==> src/verilog/cdfi_map.vh <==
// register offsets, field positions and fifo parameters of the card data fifo block
`ifndef CDFI_MAP_VH
`define CDFI_MAP_VH

`define CDFI_A_CLKGATE  32'h8000502c
`define CDFI_A_POWER    32'h80100000
`define CDFI_A_CLKCTL   32'h80100004
`define CDFI_A_ARG      32'h80100008
`define CDFI_A_CMD      32'h8010000c
`define CDFI_A_RESPCMD  32'h80100010
`define CDFI_A_RESP0    32'h80100014
`define CDFI_A_RESP1    32'h80100018
`define CDFI_A_RESP2    32'h8010001c
`define CDFI_A_RESP3    32'h80100020
`define CDFI_A_TIMER    32'h80100024
`define CDFI_A_LENGTH   32'h80100028
`define CDFI_A_DCTL     32'h8010002c
`define CDFI_A_DCNT     32'h80100030
`define CDFI_A_STATUS   32'h80100034
`define CDFI_A_CLEAR    32'h80100038
`define CDFI_A_MASK0    32'h8010003c
`define CDFI_A_MASK1    32'h80100040
`define CDFI_A_FIFOCNT  32'h80100048
`define CDFI_A_WIN_LO   32'h80100080
`define CDFI_A_WIN_HI   32'h801000bc

`define CDFI_FIFO_WIDTH 32
`define CDFI_FIFO_DEPTH 16
`define CDFI_FIFO_AW    4
`define CDFI_HALF_MARK  5'h08

`define CDFI_PWR_OFF    2'h0
`define CDFI_PWR_RSVD   2'h1
`define CDFI_PWR_UP     2'h2
`define CDFI_PWR_ON     2'h3
`define CDFI_PWR_DRVBIT 6

`define CDFI_ST_TXUNDER 0
`define CDFI_ST_RXOVER  1
`define CDFI_ST_TXACT   2
`define CDFI_ST_RXACT   3
`define CDFI_ST_TXFULL  4
`define CDFI_ST_RXFULL  5
`define CDFI_ST_TXHALF  6
`define CDFI_ST_RXHALF  7
`define CDFI_ST_TXEMPTY 8
`define CDFI_ST_RXEMPTY 9
`define CDFI_ST_TXAVAIL 10
`define CDFI_ST_RXAVAIL 11
`define CDFI_ST_W       22

`define CDFI_CLR_TXUNDER 0
`define CDFI_CLR_RXOVER  1

`endif

==> src/verilog/cdfi_top.v <==
// card data fifo, status flags, interrupt masks and power control register
//
// Contract
// - tx fifo stores each bus write to the fifo window at write pointer, pointer advances per write
// - tx fifo presents word at read pointer; pointer advances on shift-register load
// - tx disabled: tx flags low, tx pointers back to reset
// - tx full flag high exactly when all 16 words valid
// - tx half-empty high when 8 or more words empty; serves as dma request
// - tx empty when nothing held; tx data-available is its inverse
// - tx underrun is sticky until the clear register is written
// - rx strobe writes word, advances write pointer, returns acknowledge
// - rx word at read pointer goes to bus read data; pops on bus acknowledge
// - rx disabled: rx flags low, rx pointers back to reset
// - rx full flag high exactly when all 16 words valid
// - rx half-full high when 8 or more words valid; serves as dma request
// - rx data-available high when not empty, inverse of rx empty
// - rx overrun is sticky until the clear register is written
// - transmit active from data path selects the buffer as tx fifo
// - receive active from data path selects the buffer as rx fifo
// - two interrupt lines, each the or of status anded with its own mask
// - power field: 00 off, 10 up, 11 on, 01 reserved; bit 6 driver mode
// - card bus outputs disabled while power is in up or on phase
// - one shared buffer, 32 bits wide, 16 words deep
// - tx and rx active never both high; both low disables the fifo
`default_nettype none
`include "cdfi_map.vh"

// ---------------------------------------------------------------
// shared buffer
// ---------------------------------------------------------------
module cdfi_fifo #(
  parameter WIDTH = 32,
  parameter DEPTH = 16,
  parameter AW    = 4
) (
  input  wire             mclk,
  input  wire             rst_b,
  input  wire             clear,
  input  wire             inValid,
  output wire             inReady,
  input  wire [WIDTH-1:0] inData,
  output wire             outValid,
  input  wire             outReady,
  output wire [WIDTH-1:0] outData,
  output wire [AW:0]      level
);
  localparam [AW:0] FULLV = DEPTH[AW:0];

  reg  [AW-1:0]          wrPtr_q;
  reg  [AW-1:0]          rdPtr_q;
  reg  [AW:0]            level_q;
  wire [WIDTH*DEPTH-1:0] flat;
  wire                   push;
  wire                   pop;

  assign inReady  = (level_q != FULLV);
  assign outValid = (level_q != {(AW+1){1'b0}});
  assign push     = inValid & inReady;
  assign pop      = outValid & outReady;
  assign level    = level_q;
  assign outData  = flat[rdPtr_q*WIDTH +: WIDTH];

  genvar i;
  generate
    for (i = 0; i < DEPTH; i = i + 1) begin : g_word
      reg [WIDTH-1:0] word_q;
      always @(posedge mclk or negedge rst_b) begin
        if (!rst_b) begin
          word_q <= {WIDTH{1'b0}};
        end else if (push && (wrPtr_q == i)) begin
          word_q <= inData;
        end
      end
      assign flat[i*WIDTH +: WIDTH] = word_q;
    end
  endgenerate

  always @(posedge mclk or negedge rst_b) begin
    if (!rst_b) begin
      wrPtr_q <= {AW{1'b0}};
      rdPtr_q <= {AW{1'b0}};
      level_q <= {(AW+1){1'b0}};
    end else if (clear) begin
      wrPtr_q <= {AW{1'b0}};
      rdPtr_q <= {AW{1'b0}};
      level_q <= {(AW+1){1'b0}};
    end else begin
      if (push) begin
        wrPtr_q <= wrPtr_q + {{(AW-1){1'b0}}, 1'b1};
      end
      if (pop) begin
        rdPtr_q <= rdPtr_q + {{(AW-1){1'b0}}, 1'b1};
      end
      if (push && !pop) begin
        level_q <= level_q + {{AW{1'b0}}, 1'b1};
      end else if (pop && !push) begin
        level_q <= level_q - {{AW{1'b0}}, 1'b1};
      end
    end
  end
endmodule // cdfi_fifo

// ---------------------------------------------------------------
// top level
// ---------------------------------------------------------------
module cdfi_top (
  input  wire        mclk,
  input  wire        rst_b,
  input  wire        psel,
  input  wire        penable,
  input  wire        pwrite,
  input  wire [31:0] paddr,
  input  wire [31:0] pwdata,
  output wire [31:0] prdata,
  output wire        pready,
  output wire        pslverr,
  input  wire        transmitActive,
  input  wire        receiveActive,
  input  wire        txLoad,
  output wire [31:0] txWord,
  output wire        txWordValid,
  input  wire        rxStrobe,
  input  wire [31:0] rxWord,
  output wire        rxAck,
  output wire        irq0,
  output wire        irq1,
  output wire        txDmaReq,
  output wire        rxDmaReq,
  output wire [1:0]  powerPhase,
  output wire        cmdLineDriverMode,
  output wire        cardBusOutputsDisabled,
  output wire        cardPowerEnablePin,
  output wire        cardIfClockGate
);

  // ---------------------------------------------------------------
  // address decode
  // ---------------------------------------------------------------
  function winHit;
    input [31:0] a;
    begin
      winHit = (a >= `CDFI_A_WIN_LO) && (a <= `CDFI_A_WIN_HI) && (a[1:0] == 2'h0);
    end
  endfunction

  function mapped;
    input [31:0] a;
    begin
      case (a)
        `CDFI_A_CLKGATE, `CDFI_A_POWER, `CDFI_A_CLKCTL, `CDFI_A_ARG,
        `CDFI_A_CMD, `CDFI_A_RESPCMD, `CDFI_A_RESP0, `CDFI_A_RESP1,
        `CDFI_A_RESP2, `CDFI_A_RESP3, `CDFI_A_TIMER, `CDFI_A_LENGTH,
        `CDFI_A_DCTL, `CDFI_A_DCNT, `CDFI_A_STATUS, `CDFI_A_CLEAR,
        `CDFI_A_MASK0, `CDFI_A_MASK1, `CDFI_A_FIFOCNT: mapped = 1'b1;
        default: mapped = winHit(a);
      endcase
    end
  endfunction

  // ---------------------------------------------------------------
  // registers
  // ---------------------------------------------------------------
  reg  [7:0]          power_q;
  reg                 clkGate_q;
  reg  [11:0]         clkCtl_q;
  reg  [31:0]         arg_q;
  reg  [10:0]         cmd_q;
  reg  [31:0]         timer_q;
  reg  [15:0]         length_q;
  reg  [7:0]          dataCtl_q;
  reg  [21:0]         mask0_q;
  reg  [21:0]         mask1_q;
  reg                 txUnder_q;
  reg                 rxOver_q;
  reg  [31:0]         prdata_q;
  reg  [31:0]         rdMux;

  wire                txMode;
  wire                rxMode;
  wire                access;
  wire                wrAcc;
  wire                winWr;
  wire                winRd;
  wire                fifoInValid;
  wire                fifoInReady;
  wire [31:0]         fifoInData;
  wire                fifoOutValid;
  wire                fifoOutReady;
  wire [31:0]         fifoOutData;
  wire [4:0]          level;
  wire                full;
  wire                empty;
  wire                halfFull;
  wire                halfEmpty;
  wire                underEvt;
  wire                overEvt;
  wire                clrWr;
  wire [`CDFI_ST_W-1:0] status;

  assign txMode = transmitActive & ~receiveActive;
  assign rxMode = receiveActive & ~transmitActive;

  // ---------------------------------------------------------------
  // bus slave
  // ---------------------------------------------------------------
  assign access  = psel & penable;
  assign winWr   = access & pwrite & winHit(paddr);
  assign winRd   = access & ~pwrite & winHit(paddr);
  assign pready  = ~(winWr & txMode & ~fifoInReady);
  assign wrAcc   = access & pwrite & pready;
  assign pslverr = access & ~mapped(paddr);
  assign prdata  = prdata_q;
  assign clrWr   = wrAcc & (paddr == `CDFI_A_CLEAR);

  // ---------------------------------------------------------------
  // fifo routing
  // ---------------------------------------------------------------
  assign fifoInValid  = txMode ? (winWr & pwrite) : (rxMode & rxStrobe);
  assign fifoInData   = txMode ? pwdata : rxWord;
  assign fifoOutReady = txMode ? txLoad : (rxMode & winRd);
  assign rxAck        = rxMode & rxStrobe & fifoInReady;
  assign txWord       = fifoOutData;
  assign txWordValid  = txMode & fifoOutValid;

  cdfi_fifo #(
    .WIDTH (`CDFI_FIFO_WIDTH),
    .DEPTH (`CDFI_FIFO_DEPTH),
    .AW    (`CDFI_FIFO_AW)
  ) u_fifo (
    .mclk     (mclk),
    .rst_b    (rst_b),
    .clear    (~(txMode | rxMode)),
    .inValid  (fifoInValid),
    .inReady  (fifoInReady),
    .inData   (fifoInData),
    .outValid (fifoOutValid),
    .outReady (fifoOutReady),
    .outData  (fifoOutData),
    .level    (level)
  );

  // ---------------------------------------------------------------
  // flags
  // ---------------------------------------------------------------
  assign full      = ~fifoInReady;
  assign empty     = ~fifoOutValid;
  assign halfFull  = (level >= `CDFI_HALF_MARK);
  assign halfEmpty = (level <= `CDFI_HALF_MARK);
  assign underEvt  = txMode & txLoad & empty;
  assign overEvt   = rxMode & rxStrobe & full;
  assign txDmaReq  = txMode & halfEmpty;
  assign rxDmaReq  = rxMode & halfFull;

  always @(posedge mclk or negedge rst_b) begin
    if (!rst_b) begin
      txUnder_q <= 1'b0;
      rxOver_q  <= 1'b0;
    end else begin
      if (underEvt) begin
        txUnder_q <= 1'b1;
      end else if (clrWr && pwdata[`CDFI_CLR_TXUNDER]) begin
        txUnder_q <= 1'b0;
      end
      if (overEvt) begin
        rxOver_q <= 1'b1;
      end else if (clrWr && pwdata[`CDFI_CLR_RXOVER]) begin
        rxOver_q <= 1'b0;
      end
    end
  end

  // tx flags show only in tx mode, rx flags only in rx mode
  assign status[`CDFI_ST_TXUNDER] = txMode & txUnder_q;
  assign status[`CDFI_ST_RXOVER]  = rxMode & rxOver_q;
  assign status[`CDFI_ST_TXACT]   = txMode;
  assign status[`CDFI_ST_RXACT]   = rxMode;
  assign status[`CDFI_ST_TXFULL]  = txMode & full;
  assign status[`CDFI_ST_RXFULL]  = rxMode & full;
  assign status[`CDFI_ST_TXHALF]  = txMode & halfEmpty;
  assign status[`CDFI_ST_RXHALF]  = rxMode & halfFull;
  assign status[`CDFI_ST_TXEMPTY] = txMode & empty;
  assign status[`CDFI_ST_RXEMPTY] = rxMode & empty;
  assign status[`CDFI_ST_TXAVAIL] = txMode & ~empty;
  assign status[`CDFI_ST_RXAVAIL] = rxMode & ~empty;
  assign status[`CDFI_ST_W-1:12]  = 10'h000;

  assign irq0 = |(status & mask0_q);
  assign irq1 = |(status & mask1_q);

  // ---------------------------------------------------------------
  // power control
  // ---------------------------------------------------------------
  assign powerPhase             = power_q[1:0];
  assign cmdLineDriverMode      = power_q[`CDFI_PWR_DRVBIT];
  assign cardBusOutputsDisabled = (power_q[1:0] == `CDFI_PWR_UP) |
                                  (power_q[1:0] == `CDFI_PWR_ON);
  assign cardPowerEnablePin     = power_q[1];
  assign cardIfClockGate        = clkGate_q;

  // ---------------------------------------------------------------
  // register writes
  // ---------------------------------------------------------------
  always @(posedge mclk or negedge rst_b) begin
    if (!rst_b) begin
      power_q   <= 8'h00;
      clkGate_q <= 1'b0;
      clkCtl_q  <= 12'h000;
      arg_q     <= 32'h00000000;
      cmd_q     <= 11'h000;
      timer_q   <= 32'h00000000;
      length_q  <= 16'h0000;
      dataCtl_q <= 8'h00;
      mask0_q   <= 22'h000000;
      mask1_q   <= 22'h000000;
    end else if (wrAcc) begin
      case (paddr)
        `CDFI_A_POWER: begin
          power_q <= {1'b0, pwdata[`CDFI_PWR_DRVBIT], 4'h0, pwdata[1:0]};
        end
        `CDFI_A_CLKGATE: clkGate_q <= pwdata[0];
        `CDFI_A_CLKCTL:  clkCtl_q  <= pwdata[11:0];
        `CDFI_A_ARG:     arg_q     <= pwdata;
        `CDFI_A_CMD:     cmd_q     <= pwdata[10:0];
        `CDFI_A_TIMER:   timer_q   <= pwdata;
        `CDFI_A_LENGTH:  length_q  <= pwdata[15:0];
        `CDFI_A_DCTL:    dataCtl_q <= pwdata[7:0];
        `CDFI_A_MASK0:   mask0_q   <= pwdata[21:0];
        `CDFI_A_MASK1:   mask1_q   <= pwdata[21:0];
        default: begin
        end
      endcase
    end
  end

  // ---------------------------------------------------------------
  // read data, captured in the setup phase
  // ---------------------------------------------------------------
  always @* begin
    rdMux = 32'h00000000;
    if (winHit(paddr)) begin
      rdMux = fifoOutData;
    end else begin
      case (paddr)
        `CDFI_A_POWER:   rdMux = {24'h000000, power_q};
        `CDFI_A_CLKGATE: rdMux = {31'h00000000, clkGate_q};
        `CDFI_A_CLKCTL:  rdMux = {20'h00000, clkCtl_q};
        `CDFI_A_ARG:     rdMux = arg_q;
        `CDFI_A_CMD:     rdMux = {21'h000000, cmd_q};
        `CDFI_A_TIMER:   rdMux = timer_q;
        `CDFI_A_LENGTH:  rdMux = {16'h0000, length_q};
        `CDFI_A_DCTL:    rdMux = {24'h000000, dataCtl_q};
        `CDFI_A_STATUS:  rdMux = {10'h000, status};
        `CDFI_A_MASK0:   rdMux = {10'h000, mask0_q};
        `CDFI_A_MASK1:   rdMux = {10'h000, mask1_q};
        `CDFI_A_FIFOCNT: rdMux = {27'h0000000, level};
        default:         rdMux = 32'h00000000;
      endcase
    end
  end

  always @(posedge mclk or negedge rst_b) begin
    if (!rst_b) begin
      prdata_q <= 32'h00000000;
    end else if (psel && !penable && !pwrite) begin
      prdata_q <= rdMux;
    end
  end

endmodule // cdfi_top
`default_nettype wire

==> config.mk <==
export PLATFORM = sky130hd
export DESIGN_NAME = cdfi_top
export DESIGN_NICKNAME = d
export VERILOG_FILES = /design/src/verilog/cdfi_top.v
export VERILOG_INCLUDE_DIRS = /design/src /design/src/verilog
export SDC_FILE = /design/constraint.sdc
export NUM_CORES = 1
export LEC_CHECK = 0
export BUFFER_PORTS_ARGS = -buffer_cell sky130_fd_sc_hd__buf_2
export CAP_MARGIN = 20
export CORE_ASPECT_RATIO = 1.4
export CORE_UTILIZATION = 45
export DETAILED_ROUTE_END_ITERATION = 6
export PLACE_DENSITY_LB_ADDON = 0.25
export SYNTH_ARGS = -nofsm -noshare
export SYNTH_HDL_FRONTEND = slang
export SYNTH_SLANG_ARGS = --single-unit
==> constraint.sdc <==
create_clock -name mclk -period 3.8 [get_ports mclk]
set_clock_uncertainty 0.2 [all_clocks]
set_input_delay 0.76 -clock mclk [delete_from_list [all_inputs] [get_ports mclk]]
set_output_delay 0.76 -clock mclk [all_outputs]
set_load 0.05 [all_outputs]
==> reports/results.tsv <==
stage	metric	value	unit
outcome	status	finished clean	
worst_setup_path	FF-to-FF End	u_fifo.level[4]$_DFFE_PN0P_	
die	initial core utilization	0.455	
layout	Area growth, synth to finish	17.7	%
synth	predominant post-synthesis flop cell	dfrtp_1	
layout	commonest non-fill, non-tap cell in the layout	dfrtp_1	
grt	first-pass GRT wire length	154000	um
synth	number of synthesized flops with an enable pin	0	
worst_setup_path	slowest CP cell	mux4_2	
layout	utilization after layout	0.535	
sta	count of final setup violators	0	
die	row count	116	
worst_setup_path	worst reg2reg startpoint	u_fifo.level[0]$_DFFE_PN0P_	
layout	commonest non-fill, non-tap cells in the layout	dfrtp_1, nand2_1, o21ai_1	
sta	Pins Over Slew Limit	0	
routing	DR pass1 iterations	6	
min_path	HP Class	in -> reg	
layout	layout cells sized above 1	0.242	
routing	initial DRC count	2044	
worst_setup_path	WP data required	2.84	ns
worst_setup_path	critical path's top delay family	buffers and inverters	
worst_setup_path	worst-path maximum fanout	55	
routing	Vias/cell	5.98	
worst_setup_path	Worst path max stage delay	0.59	ns
worst_setup_path	Worst setup endpoint	txWord[8]	
synth	ranking of synthesized cells by area	dfrtp_1, o21ai_1, nand2_1, mux2i_1, mux2_2	
sta	Worst-Margin Slew	0.773	ns
die	Die ar.	73200	um2
die	Ports	183	
die	Die W	229	um
clock_network	CTS Buffer Depth	3	
worst_setup_path	Bufs and invs on worst path	2	
synth	register area share after synthesis	0.554	
sta	period utilisation layout	0.990	
worst_setup_path	Critical Path, Cell by Cell	buf_16 -> mux4_2 -> a22oi_1 -> nand2_1 -> buf_2	
clock_network	# H-tree levels	3	
worst_setup_path	CP startpoint	u_fifo.rdPtr_q[0]$_DFFE_PN0P_	
sta	Rel. slew slack	0.485	
grt	gr usage total	0.276	
place	port bufs	182	
clock_network	Clk Latency, worst-skew pair	0.62	ns
clock_network	CTS Buf Count	69	
layout	final instance area	38200	um2
pwr	Leak	16.9	nW
grt	largest net degree at the start of global routing	110	
layout	Net count, final	3252	
grt	gr ovfl total	0	
worst_setup_path	Critical Path Sink Type	output port	
worst_setup_path	setup slack, reg-to-reg	0.27	ns
clock_network	TritonCTS clock tree	done	
routing	DR DRC count	0	
pwr	Peak VDD IR	0.278	mV
worst_setup_path	WP depth	5	
worst_setup_path	R2R cell count	14	
worst_setup_path	CP startpoint kind	register	
routing	post-route ant nets	0	
sta	Tmin final	3.76	ns
sta	RSZ-0062 raised after global routing	yes	
synth	Synth top area share	0.554	
pwr	Pwr Density	470	nW/um2
grt	initial antenna violation count	3	
sta	final setup TNS	0	ns
worst_setup_path	critical path type	reg -> out	
sta	Hold Vio Cnt, Final	0	
synth	Synthesis Warnings	0	
synth	post-synth top area cell	dfrtp_1	
die	Die Ht	320	um
grt	vias in the first global route	25347	
routing	WL final	100000	um
min_path	worst hold start	pwdata[31]	
clock_network	clock-pin slew on the worst setup and hold paths	0.06	ns
worst_setup_path	Worst Path Arrival	2.80	ns
synth	post-synthesis register bit count	718	
sta	Max Clock Freq	0.266	GHz
synth	Post-Syn Nets	3062	
synth	Synth async-reset ratio	1.00	
synth	Post-Syn Area	32500	um2
clock_network	# clock sinks	718	
flow_run	Max-Cap Viols	0	
synth	syn avg cell area	11.0	um2
synth	Synth cell types	74	
place	HPWL Detailed	65300	um
pwr	Power, Total	18.0	mW
synth	Cells after Synth	2945	
place	placed inst area	35500	um2
die	core footprint	71400	um2
routing	vias after detailed routing	24717	
place	routability cong.	0.945	
routing	WL/cell	24.2	um
clock_network	Root Driver	clkbuf_16	
## per-stage QoR
stage / instances / setup slack, ns / hold WS, ns
after CTS: 4123 / 0.00888 / 0.172
after floorplan: 2945 / 0.000430 / 0.245
after global routing: 4131 / -0.0623 / 0.191
after global placement: 3991 / -0.132 / 0.257
final: 4133 / 0.0385 / 0.203
after detailed placement: 3991 / -0.160 / 0.266
## report_power, final
part           switching [mW]  internal (mW)
sequential              0.179           7.94
combinational            1.89          0.926
clock                    2.95           4.09
## worst min-delay path by stage
stage | endpoint | slack, ns | cells past startpoint
floorplan | u_fifo.g_word[10].word_q[0]$_DFFE_PN0P_ | 0.24 | 2
global placement | u_fifo.g_word[10].word_q[4]$_DFFE_PN0P_ | 0.26 | 2
detailed placement | u_fifo.g_word[10].word_q[11]$_DFFE_PN0P_ | 0.27 | 2
CTS | timer_q[31]$_DFFE_PN0P_ | 0.17 | 2
global route | timer_q[31]$_DFFE_PN0P_ | 0.19 | 2
finish | timer_q[31]$_DFFE_PN0P_ | 0.20 | 2
## registers in the layout, summed over array words and instances (netlist names), 5 cells and up
| register | flops |
|---|---|
| arg_q | 32 |
| clkCtl_q | 12 |
| cmd_q | 11 |
| dataCtl_q | 8 |
| length_q | 16 |
| mask0_q | 22 |
| mask1_q | 22 |
| prdata | 32 |
| timer_q | 32 |
| u_fifo.g_word.word_q | 512 |
| u_fifo.level | 5 |
## cells in the mapped netlist (4+ instances only)
cell and count:
a21o_1 4, a21oi_1 35, a221o_1 4, a221oi_1 76
a222oi_1 30, a22o_1 9, a22oi_1 54, a31oi_1 10
a32oi_1 4, and2_1 5, and3_1 11, buf_1 11
buf_2 36, buf_4 7, clkbuf_1 183, dfrtp_1 718
ha_1 11, inv_1 9, mux2_1 31, mux2_2 135
mux2i_1 167, mux4_2 64, nand2_1 573, nand2b_1 5
nand3_1 12, nand3b_1 4, nand4_1 8, nor2_1 56
nor2b_1 7, nor3_1 19, o2111ai_2 7, o2111ai_4 8
o21ai_0 87, o21ai_1 465, or2_2 4, or3_1 4
xnor2_1 8
## timing repair
item / 4_1_cts / 5_1_grt
gates resized for setup: 45 / 27
pin swaps: 2 / 5
gates cloned: 1 / 0
setup buffers: 9 / 6
setup endpoints to repair: 32 / 21
endpoints found under the hold margin: 47 / 0
hold buffers: 1 / 0
## final cells by class
cell class / count / area, um2
antenna: 4 / 10.0
inverter: 11 / 41.3
clock buffer: 98 / 2040
sequential: 718 / 18000
timing repair buffer: 360 / 2850
fill: 6244 / 33200
multi-input combinational: 1975 / 13800
tap: 944 / 1180
clock inverter: 23 / 265
## logic make-up (layout without fill, tap and decap cells)
group	Yosys count	in the layout	share of synthesized area
compound gates	816	816	0.156
simple gates	741	741	0.0976
flops	718	718	0.554
mux	397	397	0.154
buf+inv	252	492	0.0321
fa+ha+maj	12	12	0.00486
xor+xnor	9	9	0.00243
other cells	0	4	0
## routing by layer
layer | global-route usage | share of wire
met5 | 0 | 0
met4 | 0.120 | 0.042
met3 | 0.0366 | 0.054
met2 | 0.476 | 0.50
met1 | 0.347 | 0.40
Power figures use the tool's default switching activity.
